`src/design/cgp_pkg.sv`:
```
// package for the clock gating and power mode controller
// assumes a single 40 MHz bus clock and an avalon-mm register port
package cgp_pkg;
  localparam int unsigned CGP_NUM_GATES = 16;
  localparam logic [3:0] CGP_ADDR_GATE = 4'h0;
  localparam logic [3:0] CGP_ADDR_GEN_CTRL1 = 4'h4;
  localparam logic [3:0] CGP_ADDR_GEN_CTRL2 = 4'h8;
  localparam logic [3:0] CGP_ADDR_SYSOPT = 4'hc;
  localparam logic [3:0] CGP_ADDR_PWR = 4'h0;
  localparam logic [1:0] CGP_ADDR_HI_PWR = 2'h1;
  // gate bit positions
  localparam int unsigned CGP_GATE_CMP = 8;
  localparam int unsigned CGP_GATE_RTC = 9;
  localparam logic [15:0] CGP_GATE_RST = 16'hffff;
  // control register 1 fields
  localparam int unsigned CGP_C1_CLOCK_SOURCE_SELECT_LO = 6;
  localparam int unsigned CGP_C1_REFERENCE_DIVIDER_LO = 3;
  localparam int unsigned CGP_C1_INTERNAL_REF_SELECT = 2;
  localparam logic [7:0] CGP_C1_RST = 8'h04;
  // control register 2 fields
  localparam int unsigned CGP_C2_BUS_DIVIDER_LO = 6;
  localparam int unsigned CGP_C2_HGO = 4;
  localparam int unsigned CGP_C2_LP = 3;
  localparam logic [7:0] CGP_C2_RST = 8'h40;
  localparam logic [9:0] CGP_MULT_RST = 10'h200;
  // system option fields
  localparam int unsigned CGP_SO_STOP_ENABLE = 1;
  localparam int unsigned CGP_SO_WAIT_ENABLE = 0;
  // power register fields
  localparam int unsigned CGP_PW_DEEP_REQ = 0;
  localparam int unsigned CGP_PW_LVDE = 1;
  localparam int unsigned CGP_PW_PARTIAL_POWER_DOWN_ACK = 2;
  localparam logic [1:0] CGP_CLOCK_SOURCE_SELECT_FLL = 2'h0;
  localparam logic [1:0] CGP_CLOCK_SOURCE_SELECT_INT = 2'h1;
  localparam logic [1:0] CGP_CLOCK_SOURCE_SELECT_EXT = 2'h2;
  localparam int unsigned CGP_CLK_HZ = 40000000;
  localparam int unsigned CGP_WAKE_NS = 6000;
  localparam int unsigned CGP_WAKE_CYC = (CGP_WAKE_NS * (CGP_CLK_HZ / 1000000) + 999) / 1000;
  typedef enum logic [5:0] {
    CGP_FEI = 6'b000001,
    CGP_FEE = 6'b000010,
    CGP_FBI = 6'b000100,
    CGP_FBE = 6'b001000,
    CGP_BYPASSED_INTERNAL_LOW_POWER = 6'b010000,
    CGP_BYPASSED_EXTERNAL_LOW_POWER = 6'b100000
  } cgp_gen_mode_e;
  typedef enum logic [4:0] {
    CGP_RUN = 5'b00001,
    CGP_WAIT = 5'b00010,
    CGP_STANDBY = 5'b00100,
    CGP_WAKING = 5'b01000,
    CGP_DEEP = 5'b10000
  } cgp_pwr_e;
endpackage

```
`src/design/cgp_ctrl.sv`:
```
// clock gating, clock generator mode select and power mode sequencing
// assumes synchronous inputs on mclk; gated clocks are built from mclk with latch-based and-gating
// Overview of operation
// - a gate follows its control bit one cycle after the register write
// - all module clock gates are enabled after any reset
// - writes to a gated-off module are blocked
// - both analog comparators share one gate bit
// - six generator modes; reset leaves fll engaged internal
// - multiplier resets to 512, bus divider to 2
// - bypassed modes output the selected reference over the bus divider
// - low-power bypassed modes disable fll and stop debug clock
// - mode from source select, reference select and low-power bit
// - clearing high-gain bit selects low-gain oscillator
// - wait halts the core, clocks keep running, any interrupt exits
// - stop enable is write-once, wait enable writable anytime
// - stop instruction decodes to illegal, stop or wait
// - standby halts clocks, regulator standby, about 6 us wake
// - deep power-down with low-voltage detect enabled becomes standby
// - standby exits only on listed wake sources or reset
// - deep power-down halts clocks, regulator off, ram kept, pins latched
// - deep power-down exits on reset, irq or counter; acknowledge flag set
// - counter gate removes only its bus clock
// - gate bit 0 disables, 1 enables
//
// The placing of the registers and the Avalon-MM register port were decided locally.
`timescale 1ns/10ps
module cgp_ctrl (
  input wire logic mclk,
  input wire logic arst_n,
  input wire logic [3:0] avs_address,
  input wire logic avs_read,
  input wire logic avs_write,
  input wire logic [31:0] avs_writedata,
  input wire logic [3:0] avs_byteenable,
  output logic [31:0] avs_readdata,
  output logic avs_waitrequest,
  output logic [1:0] avs_response,
  input wire logic avs_sel_pwr,
  input wire logic stop_instr,
  input wire logic irq_any,
  input wire logic [7:0] wake_src,
  input wire logic deep_wake,
  input wire logic [15:0] periph_wr,
  output logic [15:0] gate_en,
  output logic [15:0] periph_wr_ok,
  output cgp_pkg::cgp_gen_mode_e gen_mode,
  output logic fll_enable,
  output logic fll_select,
  output logic ext_ref_select,
  output logic [2:0] ref_div,
  output logic [1:0] bus_div,
  output logic [9:0] osc_mult,
  output logic high_gain_osc,
  output logic debug_clk_en,
  output logic core_halt,
  output logic sys_clk_run,
  output logic reg_standby,
  output logic reg_off,
  output logic pin_latch,
  output logic illegal_opcode,
  output logic deep_exit_reset
);
  import cgp_pkg::*;

  logic [15:0] gate;
  logic [7:0] ctrl1;
  logic [7:0] ctrl2;
  logic stop_enable;
  logic stop_enable_locked;
  logic wait_enable;
  logic lvde;
  logic deep_req;
  logic partial_power_down_ack;
  cgp_pwr_e pstate;
  logic [7:0] wake_cnt;
  logic acc_done;
  logic wr_hit;
  logic rd_hit;
  logic [31:0] next_rdata;
  logic next_err;
  cgp_gen_mode_e next_mode;

  // one wait state: read data is captured on the first edge, a write lands on the second
  assign wr_hit = avs_write && acc_done;
  assign rd_hit = avs_read && !acc_done;

  always_ff @(posedge mclk or negedge arst_n) begin
    if (!arst_n) begin
      acc_done <= 1'b0;
    end else begin
      acc_done <= (avs_read || avs_write) && !acc_done;
    end
  end

  always_ff @(posedge mclk or negedge arst_n) begin
    if (!arst_n) begin
      avs_waitrequest <= 1'b1;
    end else begin
      avs_waitrequest <= !((avs_read || avs_write) && !acc_done);
    end
  end

  // gate register; a write lands on the edge that completes the transfer
  always_ff @(posedge mclk or negedge arst_n) begin
    if (!arst_n) begin
      gate <= CGP_GATE_RST;
    end else if (pstate == CGP_DEEP && deep_wake) begin
      gate <= CGP_GATE_RST;
    end else if (wr_hit && !avs_sel_pwr && avs_address == CGP_ADDR_GATE) begin
      if (avs_byteenable[0]) begin
        gate[7:0] <= avs_writedata[7:0];
      end
      if (avs_byteenable[1]) begin
        gate[15:8] <= avs_writedata[15:8];
      end
    end
  end

  always_ff @(posedge mclk or negedge arst_n) begin
    if (!arst_n) begin
      ctrl1 <= CGP_C1_RST;
      ctrl2 <= CGP_C2_RST;
    end else if (pstate == CGP_DEEP && deep_wake) begin
      ctrl1 <= CGP_C1_RST;
      ctrl2 <= CGP_C2_RST;
    end else if (wr_hit && !avs_sel_pwr && avs_byteenable[0]) begin
      if (avs_address == CGP_ADDR_GEN_CTRL1) begin
        ctrl1 <= avs_writedata[7:0];
      end else if (avs_address == CGP_ADDR_GEN_CTRL2) begin
        ctrl2 <= avs_writedata[7:0];
      end
    end
  end

  // system options: stop enable accepts its first write only
  always_ff @(posedge mclk or negedge arst_n) begin
    if (!arst_n) begin
      stop_enable <= 1'b0;
      stop_enable_locked <= 1'b0;
      wait_enable <= 1'b1;
    end else if (wr_hit && !avs_sel_pwr && avs_address == CGP_ADDR_SYSOPT
                 && avs_byteenable[0]) begin
      wait_enable <= avs_writedata[CGP_SO_WAIT_ENABLE];
      if (!stop_enable_locked) begin
        stop_enable <= avs_writedata[CGP_SO_STOP_ENABLE];
        stop_enable_locked <= 1'b1;
      end
    end
  end

  // power register; partial_power_down_ack set on deep exit wins over a software clear
  always_ff @(posedge mclk or negedge arst_n) begin
    if (!arst_n) begin
      lvde <= 1'b1;
      deep_req <= 1'b0;
      partial_power_down_ack <= 1'b0;
    end else begin
      if (wr_hit && avs_sel_pwr && avs_address == CGP_ADDR_PWR && avs_byteenable[0]) begin
        lvde <= avs_writedata[CGP_PW_LVDE];
        deep_req <= avs_writedata[CGP_PW_DEEP_REQ];
        if (avs_writedata[CGP_PW_PARTIAL_POWER_DOWN_ACK]) begin
          partial_power_down_ack <= 1'b0;
        end
      end
      if (pstate == CGP_DEEP && deep_wake) begin
        partial_power_down_ack <= 1'b1;
        deep_req <= 1'b0;
      end
    end
  end

  always_comb begin
    next_rdata = 32'h0;
    next_err = 1'b0;
    if (avs_sel_pwr) begin
      if (avs_address == CGP_ADDR_PWR) begin
        next_rdata[CGP_PW_DEEP_REQ] = deep_req;
        next_rdata[CGP_PW_LVDE] = lvde;
        next_rdata[CGP_PW_PARTIAL_POWER_DOWN_ACK] = partial_power_down_ack;
      end else begin
        next_err = 1'b1;
      end
    end else if (avs_address == CGP_ADDR_GATE) begin
      next_rdata[15:0] = gate;
    end else if (avs_address == CGP_ADDR_GEN_CTRL1) begin
      next_rdata[7:0] = ctrl1;
    end else if (avs_address == CGP_ADDR_GEN_CTRL2) begin
      next_rdata[7:0] = ctrl2;
    end else if (avs_address == CGP_ADDR_SYSOPT) begin
      next_rdata[CGP_SO_STOP_ENABLE] = stop_enable;
      next_rdata[CGP_SO_WAIT_ENABLE] = wait_enable;
      next_rdata[7:3] = {1'b0, pstate == CGP_DEEP, pstate == CGP_STANDBY,
                         pstate == CGP_WAIT, gen_mode == CGP_FEI};
    end else begin
      next_err = 1'b1;
    end
  end

  always_ff @(posedge mclk or negedge arst_n) begin
    if (!arst_n) begin
      avs_readdata <= 32'h0;
      avs_response <= 2'h0;
    end else if (rd_hit || (avs_write && !acc_done)) begin
      avs_readdata <= rd_hit ? next_rdata : 32'h0;
      avs_response <= next_err ? 2'h2 : 2'h0;
    end
  end

  // generator mode from source select, reference select and low power
  always_comb begin
    next_mode = CGP_FEI;
    case (ctrl1[CGP_C1_CLOCK_SOURCE_SELECT_LO +: 2])
      CGP_CLOCK_SOURCE_SELECT_FLL: next_mode = ctrl1[CGP_C1_INTERNAL_REF_SELECT] ? CGP_FEI : CGP_FEE;
      CGP_CLOCK_SOURCE_SELECT_INT: next_mode = ctrl2[CGP_C2_LP] ? CGP_BYPASSED_INTERNAL_LOW_POWER : CGP_FBI;
      CGP_CLOCK_SOURCE_SELECT_EXT: next_mode = ctrl2[CGP_C2_LP] ? CGP_BYPASSED_EXTERNAL_LOW_POWER : CGP_FBE;
      default: next_mode = CGP_FEI;
    endcase
  end

  // gen_mode holds in standby and deep power-down; standby wake resumes the previous mode, deep exit restores FEI
  always_ff @(posedge mclk or negedge arst_n) begin
    if (!arst_n) begin
      gen_mode <= CGP_FEI;
      fll_enable <= 1'b1;
      fll_select <= 1'b1;
      ext_ref_select <= 1'b0;
      debug_clk_en <= 1'b1;
      ref_div <= 3'h0;
      bus_div <= 2'h1;
      osc_mult <= CGP_MULT_RST;
      high_gain_osc <= 1'b0;
    end else if (pstate == CGP_DEEP && deep_wake) begin
      gen_mode <= CGP_FEI;
      fll_enable <= 1'b1;
      fll_select <= 1'b1;
      ext_ref_select <= 1'b0;
      debug_clk_en <= 1'b1;
      ref_div <= CGP_C1_RST[CGP_C1_REFERENCE_DIVIDER_LO +: 3];
      bus_div <= CGP_C2_RST[CGP_C2_BUS_DIVIDER_LO +: 2];
      high_gain_osc <= 1'b0;
    end else if (pstate == CGP_RUN || pstate == CGP_WAIT) begin
      gen_mode <= next_mode;
      fll_enable <= !(next_mode == CGP_BYPASSED_INTERNAL_LOW_POWER || next_mode == CGP_BYPASSED_EXTERNAL_LOW_POWER);
      fll_select <= (next_mode == CGP_FEI || next_mode == CGP_FEE);
      ext_ref_select <= (next_mode == CGP_FEE || next_mode == CGP_FBE
                         || next_mode == CGP_BYPASSED_EXTERNAL_LOW_POWER);
      debug_clk_en <= !(next_mode == CGP_BYPASSED_INTERNAL_LOW_POWER || next_mode == CGP_BYPASSED_EXTERNAL_LOW_POWER);
      ref_div <= ctrl1[CGP_C1_REFERENCE_DIVIDER_LO +: 3];
      bus_div <= ctrl2[CGP_C2_BUS_DIVIDER_LO +: 2];
      osc_mult <= CGP_MULT_RST;
      high_gain_osc <= ctrl2[CGP_C2_HGO];
    end
  end

  always_ff @(posedge mclk or negedge arst_n) begin
    if (!arst_n) begin
      pstate <= CGP_RUN;
      wake_cnt <= 8'h0;
      illegal_opcode <= 1'b0;
      deep_exit_reset <= 1'b0;
    end else begin
      illegal_opcode <= 1'b0;
      deep_exit_reset <= 1'b0;
      case (pstate)
        CGP_RUN: begin
          if (stop_instr) begin
            if (!stop_enable && !wait_enable) begin
              illegal_opcode <= 1'b1;
            end else if (stop_enable && !wait_enable) begin
              pstate <= (deep_req && !lvde) ? CGP_DEEP : CGP_STANDBY;
            end else begin
              pstate <= CGP_WAIT;
            end
          end
        end
        CGP_WAIT: begin
          if (irq_any) begin
            pstate <= CGP_RUN;
          end
        end
        CGP_STANDBY: begin
          if (|wake_src) begin
            pstate <= CGP_WAKING;
            wake_cnt <= 8'(CGP_WAKE_CYC - 1);
          end
        end
        CGP_WAKING: begin
          if (wake_cnt == 8'h0) begin
            pstate <= CGP_RUN;
          end else begin
            wake_cnt <= wake_cnt - 8'h1;
          end
        end
        CGP_DEEP: begin
          if (deep_wake) begin
            pstate <= CGP_RUN;
            deep_exit_reset <= 1'b1;
          end
        end
        default: pstate <= CGP_RUN;
      endcase
    end
  end

  always_ff @(posedge mclk or negedge arst_n) begin
    if (!arst_n) begin
      core_halt <= 1'b0;
      sys_clk_run <= 1'b1;
      reg_standby <= 1'b0;
      reg_off <= 1'b0;
      pin_latch <= 1'b0;
    end else begin
      core_halt <= (pstate != CGP_RUN);
      sys_clk_run <= (pstate == CGP_RUN || pstate == CGP_WAIT);
      reg_standby <= (pstate == CGP_STANDBY);
      reg_off <= (pstate == CGP_DEEP);
      pin_latch <= (pstate == CGP_DEEP);
    end
  end

  // registered gate enables; bit 8 feeds both comparators, bit 9 only the counter bus clock
  genvar gi;
  generate
    for (gi = 0; gi < CGP_NUM_GATES; gi++) begin : g_gate
      always_ff @(posedge mclk or negedge arst_n) begin
        if (!arst_n) begin
          gate_en[gi] <= 1'b1;
          periph_wr_ok[gi] <= 1'b0;
        end else begin
          // the gate cell samples this on the low phase, so no runt pulses
          gate_en[gi] <= gate[gi];
          periph_wr_ok[gi] <= periph_wr[gi] && gate[gi];
        end
      end
    end
  endgenerate

  property p_gate_follow;
    @(posedge mclk) disable iff (!arst_n)
      (wr_hit && !avs_sel_pwr && avs_address == CGP_ADDR_GATE && avs_byteenable[0])
      |=> ##1 (gate_en[7:0] == $past(avs_writedata[7:0], 2));
  endproperty
  a_gate_follow: assert property (p_gate_follow) else $error("gate did not follow write");

  property p_wr_block;
    @(posedge mclk) disable iff (!arst_n)
      (!gate[CGP_GATE_CMP]) |=> !periph_wr_ok[CGP_GATE_CMP];
  endproperty
  a_wr_block: assert property (p_wr_block) else $error("write passed gated module");

  property p_illegal;
    @(posedge mclk) disable iff (!arst_n)
      (pstate == CGP_RUN && stop_instr && !stop_enable && !wait_enable) |=> illegal_opcode && pstate == CGP_RUN;
  endproperty
  a_illegal: assert property (p_illegal) else $error("illegal opcode missing");

  property p_to_wait;
    @(posedge mclk) disable iff (!arst_n)
      (pstate == CGP_RUN && stop_instr && wait_enable) |=> pstate == CGP_WAIT ##1 core_halt;
  endproperty
  a_to_wait: assert property (p_to_wait) else $error("wait not entered");

  property p_wait_exit;
    @(posedge mclk) disable iff (!arst_n)
      (pstate == CGP_WAIT && irq_any) |=> pstate == CGP_RUN;
  endproperty
  a_wait_exit: assert property (p_wait_exit) else $error("interrupt did not end wait");

  property p_lvd_standby;
    @(posedge mclk) disable iff (!arst_n)
      (pstate == CGP_RUN && stop_instr && stop_enable && !wait_enable && lvde) |=> pstate == CGP_STANDBY;
  endproperty
  a_lvd_standby: assert property (p_lvd_standby) else $error("deep entered with lvd");

  property p_stop_enable_once;
    @(posedge mclk) disable iff (!arst_n)
      $past(stop_enable_locked) |-> $stable(stop_enable);
  endproperty
  a_stop_enable_once: assert property (p_stop_enable_once) else $error("stop enable rewritten");

  property p_wake_time;
    @(posedge mclk) disable iff (!arst_n)
      (pstate == CGP_STANDBY && |wake_src) |=> (pstate == CGP_WAKING) [*8] ##[1:300] pstate == CGP_RUN;
  endproperty
  a_wake_time: assert property (p_wake_time) else $error("standby wake timing wrong");

  property p_deep_ack;
    @(posedge mclk) disable iff (!arst_n)
      (pstate == CGP_DEEP && deep_wake) |=> partial_power_down_ack && deep_exit_reset && gen_mode == CGP_FEI;
  endproperty
  a_deep_ack: assert property (p_deep_ack) else $error("deep exit flag missing");

  property p_lp_fll;
    @(posedge mclk) disable iff (!arst_n)
      (gen_mode == CGP_BYPASSED_INTERNAL_LOW_POWER || gen_mode == CGP_BYPASSED_EXTERNAL_LOW_POWER) |-> !fll_enable && !debug_clk_en;
  endproperty
  a_lp_fll: assert property (p_lp_fll) else $error("fll on in low power mode");
endmodule // cgp_ctrl

```
`config.mk`:
```
export PLATFORM = sky130hd
export DESIGN_NAME = cgp_ctrl
export DESIGN_NICKNAME = d
export VERILOG_FILES = /design/src/design/cgp_pkg.sv /design/src/design/cgp_ctrl.sv
export SDC_FILE = /design/constraint.sdc
export NUM_CORES = 1
export LEC_CHECK = 0
export ABC_AREA = 1
export BUFFER_PORTS_ARGS = -buffer_cell sky130_fd_sc_hd__buf_2
export CAP_MARGIN = 10
export CORE_MARGIN = 1
export CORE_UTILIZATION = 55
export DETAILED_ROUTE_END_ITERATION = 8
export GPL_TIMING_DRIVEN = 0
export PLACE_DENSITY_LB_ADDON = 0.12
export SKIP_LAST_GASP = 1
export SLEW_MARGIN = 20
export SYNTH_ARGS = -nofsm -noshare
export SYNTH_HDL_FRONTEND = slang
export SYNTH_SLANG_ARGS = --single-unit
```
`constraint.sdc`:
```
create_clock -name mclk -period 2.6 [get_ports mclk]
set_clock_uncertainty 0.2 [all_clocks]
set_input_delay 0.13 -clock mclk [delete_from_list [all_inputs] [get_ports mclk]]
set_output_delay 0.13 -clock mclk [all_outputs]
set_load 0.05 [all_outputs]
```
==> results.yml, run 1 <==
run_status:
  outcome: "finished, final reports clean"
critical_path:
  startpoint_type: "flop"
  cp_cell_sequence: "nand2_1, inv_1, nand3_2, nor2_2, nand2_1, dlygate4sd3_1, o21ai_0, dlygate4sd3_1"
  critPathSlowestCell: "dlygate4sd3_1"
  reg2reg_to: "wait_enable"
  r2r_cells: 8
  critPathArrivalTime_ps: 2690
  r2r-start: "acc_done"
  critPathKind: "flop to flop"
  end_kind: "flop"
  reg2reg_setup_slack_ps: 170
  cp.required_ps: 2860
  slowest_delay_ps: 570
  cp_max_fo: 4
clock_tree:
  cts_made_buffers: 17
  clk_latency_ps: 520
  htreeDepth: 4
  clock-sinks: 123
  cts_tree: "yes"
  cts-root-buf: "clkbuf_8"
  clk_pin_slew_ps: 60
  cts_buffer_depth: 2
route:
  drc: 0
  vias: 4955
  vias_per_cell: 4.94
  dr.pass1.iters: 5
  wl_per_cell_um: 14.1
  ant_nets: 0
  finalWirelength_um: 14100
  drt_iter0_drc: 365
layout:
  layout.cells.non_filler: 1004
  final_cell_area_um2: 7640
  layout-drive-gt1-share_pct: 31.3
  final.fill_count: 672
  antenna_cells: 0
  fin_util_pct: 78.5
  areaGrowthSynthToFinish_pct: 38.5
  ff_latch_area_um2: 3130
  multi_input_area_um2: 1880
  nNetsFinal: 932
grt:
  grt_pass1_wl_um: 22000
  grt_pass1_vias: 4655
  grt_max_degree: 82
  antenna_found_initial: 0
  grt.total_usage_pct: 28.2
  grt_overflow: 0
run:
  cap_violations: 0
synth:
  avgSynthCellArea_um2: 8.83
  yosysMostFrequentCell: "nand2_1"
  synthFlopType: "dfrtp_1"
  syn_area_um2: 5520
  synth_edf_count: 0
  ys_types: 32
  synth_top_cells_by_count: "nand2_1 (170), inv_1 (84), dfrtp_1 (80)"
  synthTopCellsByArea: "dfrtp_1 (36%), dfstp_2 (20%), nand2_1 (12%), o21ai_0 (6.0%), inv_1 (5.7%)"
  yosys_warnings: 0
  synth_seq_cells: 123
  synthCells: 625
  synth_top_area_share_pct: 36.3
  yosysTopAreaCell: "dfrtp_1"
  synth_seq_area_share_pct: 56.7
  ys_async_sr_fraction_pct: 100
placement:
  placed_area_um2: 6440
  dp_cells: 910
  dp_slack_ps: 743
  hpwl_um: 9000
  io_buffers: 126
  gp_congestion: 0.892
die:
  initial_core_util_pct: 56.7
  die_area_um2: 10400
  core_um2: 9730
  die_height_um: 102
  core.rowCount: 36
  ios: 172
  fp.dieW_um: 102
sta:
  setup_tns_ps: 0
  timing.final.ws_setup_ps: 169
  fmaxAchievable_mhz: 411
  rsz0062_at_grt: "no"
  report.final.slew_viol_count: 0
  hold_viol_final: 0
  fin_crit_sh_pct: 93.5
  period_needed_ps: 2430
  finalSetupViolCount: 0
power_and_ir_drop:
  power_density_nw_per_um2: 836
  leakagePower_nw: 4.14
  vdd_drop_max_mv: 0.733
hold_path:
  hold_path_class: "input pin to asynchronous set/reset pin"
==> cells by family after synthesis <==
family	synth area share, %
adders and majority gates	0.453
AOI/OAI and AO/OA	9.73
buffers and inverters	11.0
and+or+nand+nor	21.9
other	0.136
DFF	56.7
==> registers in the layout, summed over array words and instances, names as in the netlist, 2 cells and up <==
| name | cells |
|---|---|
| periph_wr_ok | 16 |
| ref_div | 3 |
| gate | 16 |
| pstate | 5 |
| ctrl2 | 8 |
| avs_readdata | 16 |
| bus_div | 2 |
| gen_mode | 6 |
| wake_cnt | 8 |
| ctrl1 | 8 |
| gate_en | 16 |
==> worst max-delay path, delay by kind of cell, from the launching register on <==
| kind | cells | cell delay [ps] |
|---|---|---|
| simple gates | 4 | 460 |
| buf+inv | 3 | 1260 |
| compound gates | 1 | 70 |
| flops | 1 | 380 |
==> stage by stage <==
stage / power, W / hold WS [ps]
5_1_grt: 0.00664 / 57.6
6_report: 0.00639 / 38.0
3_5_place_dp: 0.00411 / -126
4_1_cts: 0.00639 / 23.6
3_3_place_gp: 0.00407 / 115
2_1_floorplan: 0.00370 / -366
==> layer usage <==
layer / up-vias / wire length, um / global-route usage, %
li1: 2374 / - / -
met1: 2321 / 5800 / 35.8
met2: 219 / 7030 / 46.5
met3: 41 / 946 / 6.50
met4: 0 / 358 / 12.3
met5: - / 0 / 0
==> area by class of cell <==
| class | instances | area share, % |
|---|---|---|
| Inverter | 88 | 4.32 |
| Multi-Input combinational cell | 401 | 24.6 |
| Sequential cell | 123 | 41.0 |
| Buffer | 38 | 3.65 |
| Tap cell | 133 | 2.18 |
| Timing Repair Buffer | 189 | 16.9 |
| Clock buffer | 19 | 5.78 |
| Clock inverter | 13 | 1.56 |
==> worst max-delay path by stage <==
stage | depth (start not counted) | start | slack [ps] | endpoint
floorplan | 8 | pstate[0] | 990 | gen_mode[4]
global placement | 1 | arst_n | -270 | wake_cnt[6]
detailed placement | 7 | pstate[1] | 740 | ctrl1[7]
CTS | 8 | acc_done | 120 | wait_enable
global route | 8 | acc_done | 30 | wait_enable
finish | 8 | acc_done | 170 | wait_enable
==> cells in the final DEF (no fill, tap or decap), drive strengths merged <==
cell	n
a21oi	12
a31oi	1
buf	164
bufinv	1
clkbuf	21
clkinv	6
clkinvlp	4
conb	27
dfrtp	80
dfstp	43
dlygate4sd3	61
ha	2
inv	90
nand2	177
nand3	32
nand3b	1
nand4	5
nor2	54
nor3	3
nor3b	1
o211ai	6
o21ai	79
or2	1
==> report_power, final <==
group	internal (W)	switching [W]	total, W	leakage [nW]
clock	0.00132	0.000883	0.00220	0.267
sequential	0.00226	0.000152	0.00241	1.49
combinational	0.000475	0.00130	0.00177	2.38
total	0.00405	0.00233	0.00639	4.14
==> repair_timing <==
| item | 4_1_cts | 5_1_grt |
|---|---|---|
| setup endpoints to repair | 0 | 1 |
| resized for setup | 0 | 2 |
| buffers inserted | 0 | 0 |
| hold endpoints to repair | 166 | 0 |
| hold buffers | 62 | 0 |
No activity file was read; power rests on OpenSTA's default activity.
==> inputs of run 2 (changes only) <==
- RECOVER_POWER: not set -> 100
==> run 2 against run 1 <==
Net effect:
- maximum frequency down 0.72%
- first-iteration DRC count down 6.3%
- count of clock-buffer cells in the layout unchanged
- total power down 2.1%
- non-clock buffer count unchanged
- sequential share of layout area up 1.2 points
- design area down 2.9%
- die area unchanged
- clock power about the same
- critical path type unchanged
- critical endpoint unchanged
- largest cell class unchanged
==> results.yml, run 2 (synthesis gave the netlist of run 1 again) <==
run_status:
  outcome: "finished, final reports clean"
placement:
  gp_congestion: 0.892
  placed_area_um2: 6440
  io_buffers: 126
  hpwl_um: 9000
  dp_slack_ps: 743
  dp_cells: 910
sta:
  slew-limit-headroom_pct: 29.9
  tightest_slew_ps: 1050
  fin_crit_sh_pct: 94.2
  fmaxAchievable_mhz: 408
  whs_ps: 61.3
  timing.final.ws_setup_ps: 152
  report.final.slew_viol_count: 0
  period_needed_ps: 2450
  hold_viol_final: 0
  finalSetupViolCount: 0
  setup_tns_ps: 0
  rsz0062_at_grt: "no"
route:
  drc: 0
  ant_nets: 0
  vias_per_cell: 4.92
  wl_per_cell_um: 14.2
  finalWirelength_um: 14300
  vias: 4937
  dr.pass1.iters: 5
  drt_iter0_drc: 342
die:
  ios: 172
  die_height_um: 102
  core_um2: 9730
  fp.dieW_um: 102
  die_area_um2: 10400
  core.rowCount: 36
  initial_core_util_pct: 56.7
layout:
  areaGrowthSynthToFinish_pct: 34.5
  final_common_cell: "nand2_1"
  final_cell_area_um2: 7420
  nNetsFinal: 932
  layout-drive-gt1-share_pct: 18.6
  layout_common_cells: "nand2_1 (173), inv_1 (88), dfrtp_1 (80), clkbuf_1 (79), o21ai_0 (72)"
  antenna_cells: 0
  layout.cells.non_filler: 1004
  final.fill_count: 744
clock_tree:
  htreeDepth: 4
  cts_buffer_depth: 2
  clk_latency_ps: 530
  cts_made_buffers: 17
  post_cts_buffers: 0
  cts_tree: "yes"
  cts-root-buf: "clkbuf_8"
  clk_pin_slew_ps: 60
  clock-sinks: 123
critical_path:
  startpoint_type: "flop"
  cp_cell_sequence: "nand2_1, inv_1, nand3_2, nor2_2, nand2_1, dlygate4sd3_1, o21ai_0, dlygate4sd3_1"
  reg2reg_to: "wait_enable"
  cp.required_ps: 2870
  critPathSlowestCell: "dlygate4sd3_1"
  end_kind: "flop"
  slowest_delay_ps: 570
  reg2reg_setup_slack_ps: 150
  cp_max_fo: 4
  critPathArrivalTime_ps: 2710
  r2r-start: "acc_done"
  critPathKind: "flop to flop"
  r2r_cells: 8
power_and_ir_drop:
  p_int_w: 0.00394
  leakagePower_nw: 3.84
  power_density_nw_per_um2: 842
  p_sw_share_pct: 37.0
  p_comb_share_pct: 26.4
  pwr-share-clk_pct: 35.3
  p_switching_w: 0.00231
  seq_power_share_pct: 38.3
  vdd_drop_max_mv: 0.710
hold_path:
  holdPathEnd: "gate[13]"
  hold_depth: 5
  hold_path_class: "input pin to flop"
  min_from: "avs_byteenable[1]"
run:
  cap_violations: 0
grt:
  grt_pass1_vias: 4655
  grt_overflow: 0
  grt_max_degree: 82
  grt_pass1_wl_um: 22000
  antenna_found_initial: 0
  grt.total_usage_pct: 28.2
run 2: cell types whose count changed in the layout (fill, tap and decap cells not counted), moves of 5 or more:
cell,delta
buf_2,-78
clkbuf_1,+77
clkbuf_2,+5
dfstp_1,+17
dfstp_2,-17
o21ai_0,+6
run 2: area by class of cell:
cell class / count / area (um^2) / share of cell area (%)
Timing Repair Buffer: 189 / 1160 / 15.6
Clock buffer: 19 / 442 / 5.95
Inverter: 88 / 330 / 4.45
Tap cell: 133 / 166 / 2.24
Sequential cell: 123 / 3130 / 42.2
Multi-Input combinational cell: 401 / 1810 / 24.4
Buffer: 38 / 265 / 3.57
Clock inverter: 13 / 119 / 1.60
run 2: per-layer routing:
metal,up-vias,track usage [%],share of wire (%)
met3,33,6.50,6.8
met2,200,46.5,50
li1,2369,-,-
met1,2335,35.8,41
met5,-,0,0
met4,0,12.3,2.1
run 2: stage by stage:
step / total power [W] / util [%]
2_1_floorplan: 0.00370 / -
3_3_place_gp: 0.00407 / 65.9
3_5_place_dp: 0.00411 / 66.2
4_1_cts: 0.00639 / 78.5
5_1_grt: 0.00650 / 76.3
6_report: 0.00625 / 76.3
run 2: how the worst max path moves through the flow:
stage,to,depth (start not counted),from
2_1_floorplan,gen_mode[4],8,pstate[0]
3_3_place_gp,wake_cnt[6],1,arst_n
3_5_place_dp,ctrl1[7],7,pstate[1]
4_1_cts,wait_enable,8,acc_done
5_1_grt,wait_enable,8,acc_done
6_report,wait_enable,8,acc_done
run 2: repair_timing:
action	in CTS	in global routing
hold buffers	62	0
endpoints found under the setup margin	0	1
endpoints found under the hold margin	166	0
gates resized for setup	0	2
run 2: critical path, delay by kind of cell, from the launching register on:
family                 cells  cell delay (ps)
AND/OR/NAND/NOR            4              470
buffers and inverters      3             1260
flip-flops                 1              380
AO/OA/AOI/OAI              1               70
run 2: power groups by stage:
stage	combinational, W	clock [W]	sequential [W]
2_1_floorplan	0.000667	0	0.00303
3_3_place_gp	0.00165	0	0.00242
3_5_place_dp	0.00168	0	0.00243
4_1_cts	0.00177	0.00222	0.00241
5_1_grt	0.00177	0.00231	0.00243
6_report	0.00165	0.00221	0.00239
==> inputs of run 3 (changes only) <==
- CORE_ASPECT_RATIO: not set -> 0.8
- GPL_TIMING_DRIVEN: 0 -> not set
==> run 3 against run 2 <==
Net effect:
- the flow now finishes with violations (hold timing)
- via count is 1.8% lower
- core utilization fell by 2.1 points
- register-to-register slack is essentially flat
- global-route usage decreased by 0.36 points
- clock power is 6% higher
- sequential power barely moved
- setup slack worse by 50 ps
- die area about the same
- critical endpoint unchanged
- largest power group unchanged
==> results.yml, run 3 (synthesis gave the netlist of run 1 again) <==
grt:
  antenna_found_initial: 0
  grt_max_degree: 50
  grt_pass1_wl_um: 22300
  grt_pass1_vias: 4634
  grt.total_usage_pct: 27.8
  grt_overflow: 0
layout:
  nNetsFinal: 893
  multi_input_area_um2: 1840
  final_common_cell: "nand2_1"
  antenna_cells: 0
  layout_common_cells: "nand2_1 (173), inv_1 (86), dfrtp_1 (80), clkbuf_1 (78), o21ai_0 (70)"
  final.fill_count: 704
  ff_latch_area_um2: 3130
  areaGrowthSynthToFinish_pct: 30.2
  layout-drive-gt1-share_pct: 16.6
hold_path:
  hold_depth: 4
  holdPathEnd: "gate[14]"
  min_from: "avs_byteenable[1]"
  hold_path_class: "input pin to flop"
die:
  ios: 172
  initial_core_util_pct: 57.0
  core.rowCount: 32
  die_height_um: 91.6
  die_area_um2: 10400
  core_um2: 9690
  fp.dieW_um: 114
route:
  finalWirelength_um: 13800
  drc: 0
  ant_nets: 0
  dr.pass1.iters: 5
  wl_per_cell_um: 14.3
  vias_per_cell: 5.01
  drt_iter0_drc: 339
  vias: 4849
critical_path:
  r2r_cells: 8
  startpoint_type: "input pin"
  cp_max_fo: 4
  reg2reg_setup_slack_ps: 140
  cp.required_ps: 2750
  end_kind: "flop"
  critPathKind: "input pin to flop"
  reg2reg_to: "wait_enable"
  r2r-start: "acc_done"
  critPathArrivalTime_ps: 2650
power_and_ir_drop:
  p_switching_w: 0.00233
  leakagePower_nw: 3.68
  p_sw_share_pct: 36.8
  power_density_nw_per_um2: 882
  pwr-share-clk_pct: 37.0
  vdd_drop_max_mv: 0.675
  p_int_w: 0.00400
  seq_power_share_pct: 37.7
  p_comb_share_pct: 25.3
run_status:
  outcome: "complete, but fails checks"
  failed_checks: "hold timing"
clock_tree:
  clk_latency_ps: 410
  cts_made_buffers: 17
  cts_buffer_depth: 2
  clk_pin_slew_ps: 50
  cts_tree: "yes"
  cts-root-buf: "clkbuf_16"
  htreeDepth: 4
  clock-sinks: 123
sta:
  slew-limit-headroom_pct: 37.7
  tightest_slew_ps: 935
  fmaxAchievable_mhz: 400
  timing.final.ws_setup_ps: 101
  whs_ps: -10.2
  fin_crit_sh_pct: 96.1
  rsz0062_at_grt: "no"
  finalSetupViolCount: 0
  hold_viol_final: 2
  period_needed_ps: 2500
  report.final.slew_viol_count: 0
  setup_tns_ps: 0
placement:
  hpwl_um: 8780
  gp_congestion: 0.873
  dp_slack_ps: 619
  io_buffers: 126
run:
  cap_violations: 0
[run 3: cell types whose count changed in the layout (fill, tap and decap cells not counted), moves of 3 or more]
cell and change:
clkbuf_2 -4, clkbuf_8 -3, o21ai_2 +3, buf_4 -24
inv_6 +5, dlygate4sd3_1 -8
[run 3: worst max-delay path by stage]
stage                         startpoint          end  slack [ps]
after detailed placement       pstate[0]      gate[7]         620
final                     avs_address[1]  wait_enable         100
after global placement         pstate[0]      gate[0]         680
after global routing         wake_src[4]  wake_cnt[6]         0.5
after CTS                    wake_src[4]  wake_cnt[6]          40
after floorplan                pstate[0]  gen_mode[4]         990
[run 3: critical path, cell delays in order]
cell	delay, ps
dlygate4sd3_1	540
buf_2	140
nor2_1	240
nand3_1	160
nor2_2	190
nand2_1	80
dlygate4sd3_1	550
o21ai_0	60
dlygate4sd3_1	560
[run 3: routing by layer]
| layer | vias up | wire length (um) | global-route usage (%) |
|---|---|---|---|
| met4 | 0 | 279 | 8.87 |
| met1 | 2279 | 6030 | 37.6 |
| met2 | 246 | 6570 | 44.8 |
| met5 | - | 0 | 0 |
| li1 | 2298 | - | - |
| met3 | 26 | 950 | 6.07 |
[run 3: power by group through the flow]
stage	clock network, W	logic [W]	registers (W)
finish	0.00234	0.00160	0.00239
global route	0.00245	0.00173	0.00242
CTS	0.00237	0.00169	0.00240
detailed placement	0	0.00161	0.00243
global placement	0	0.00159	0.00242
floorplan	0	0.000667	0.00303
[run 3: final cells by class]
cell class / count / share of cell area [%]
Clock buffer: 18 / 5.97
Clock inverter: 14 / 2.16
Inverter: 88 / 4.60
Multi-Input combinational cell: 401 / 25.6
Sequential cell: 123 / 43.6
Tap cell: 136 / 2.37
Timing Repair Buffer: 188 / 15.7
[run 3: through the flow]
stage	area (um^2)	total power, W	cells	hold WS [ps]	utilization (%)
2_1_floorplan	5610	0.00370	650	-366	-
3_3_place_gp	6180	0.00401	878	-71.8	63.8
3_5_place_dp	6180	0.00404	878	-69.6	63.8
4_1_cts	7290	0.00646	963	0.806	75.3
5_1_grt	7180	0.00659	968	26.4	74.1
6_report	7180	0.00634	968	-10.2	74.1
[run 3: timing repair]
item,in CTS,in global routing
buffers inserted,0,5
hold buffers,53,0
endpoints found under the hold margin,162,0
resized for setup,0,3
endpoints found under the setup margin,0,6
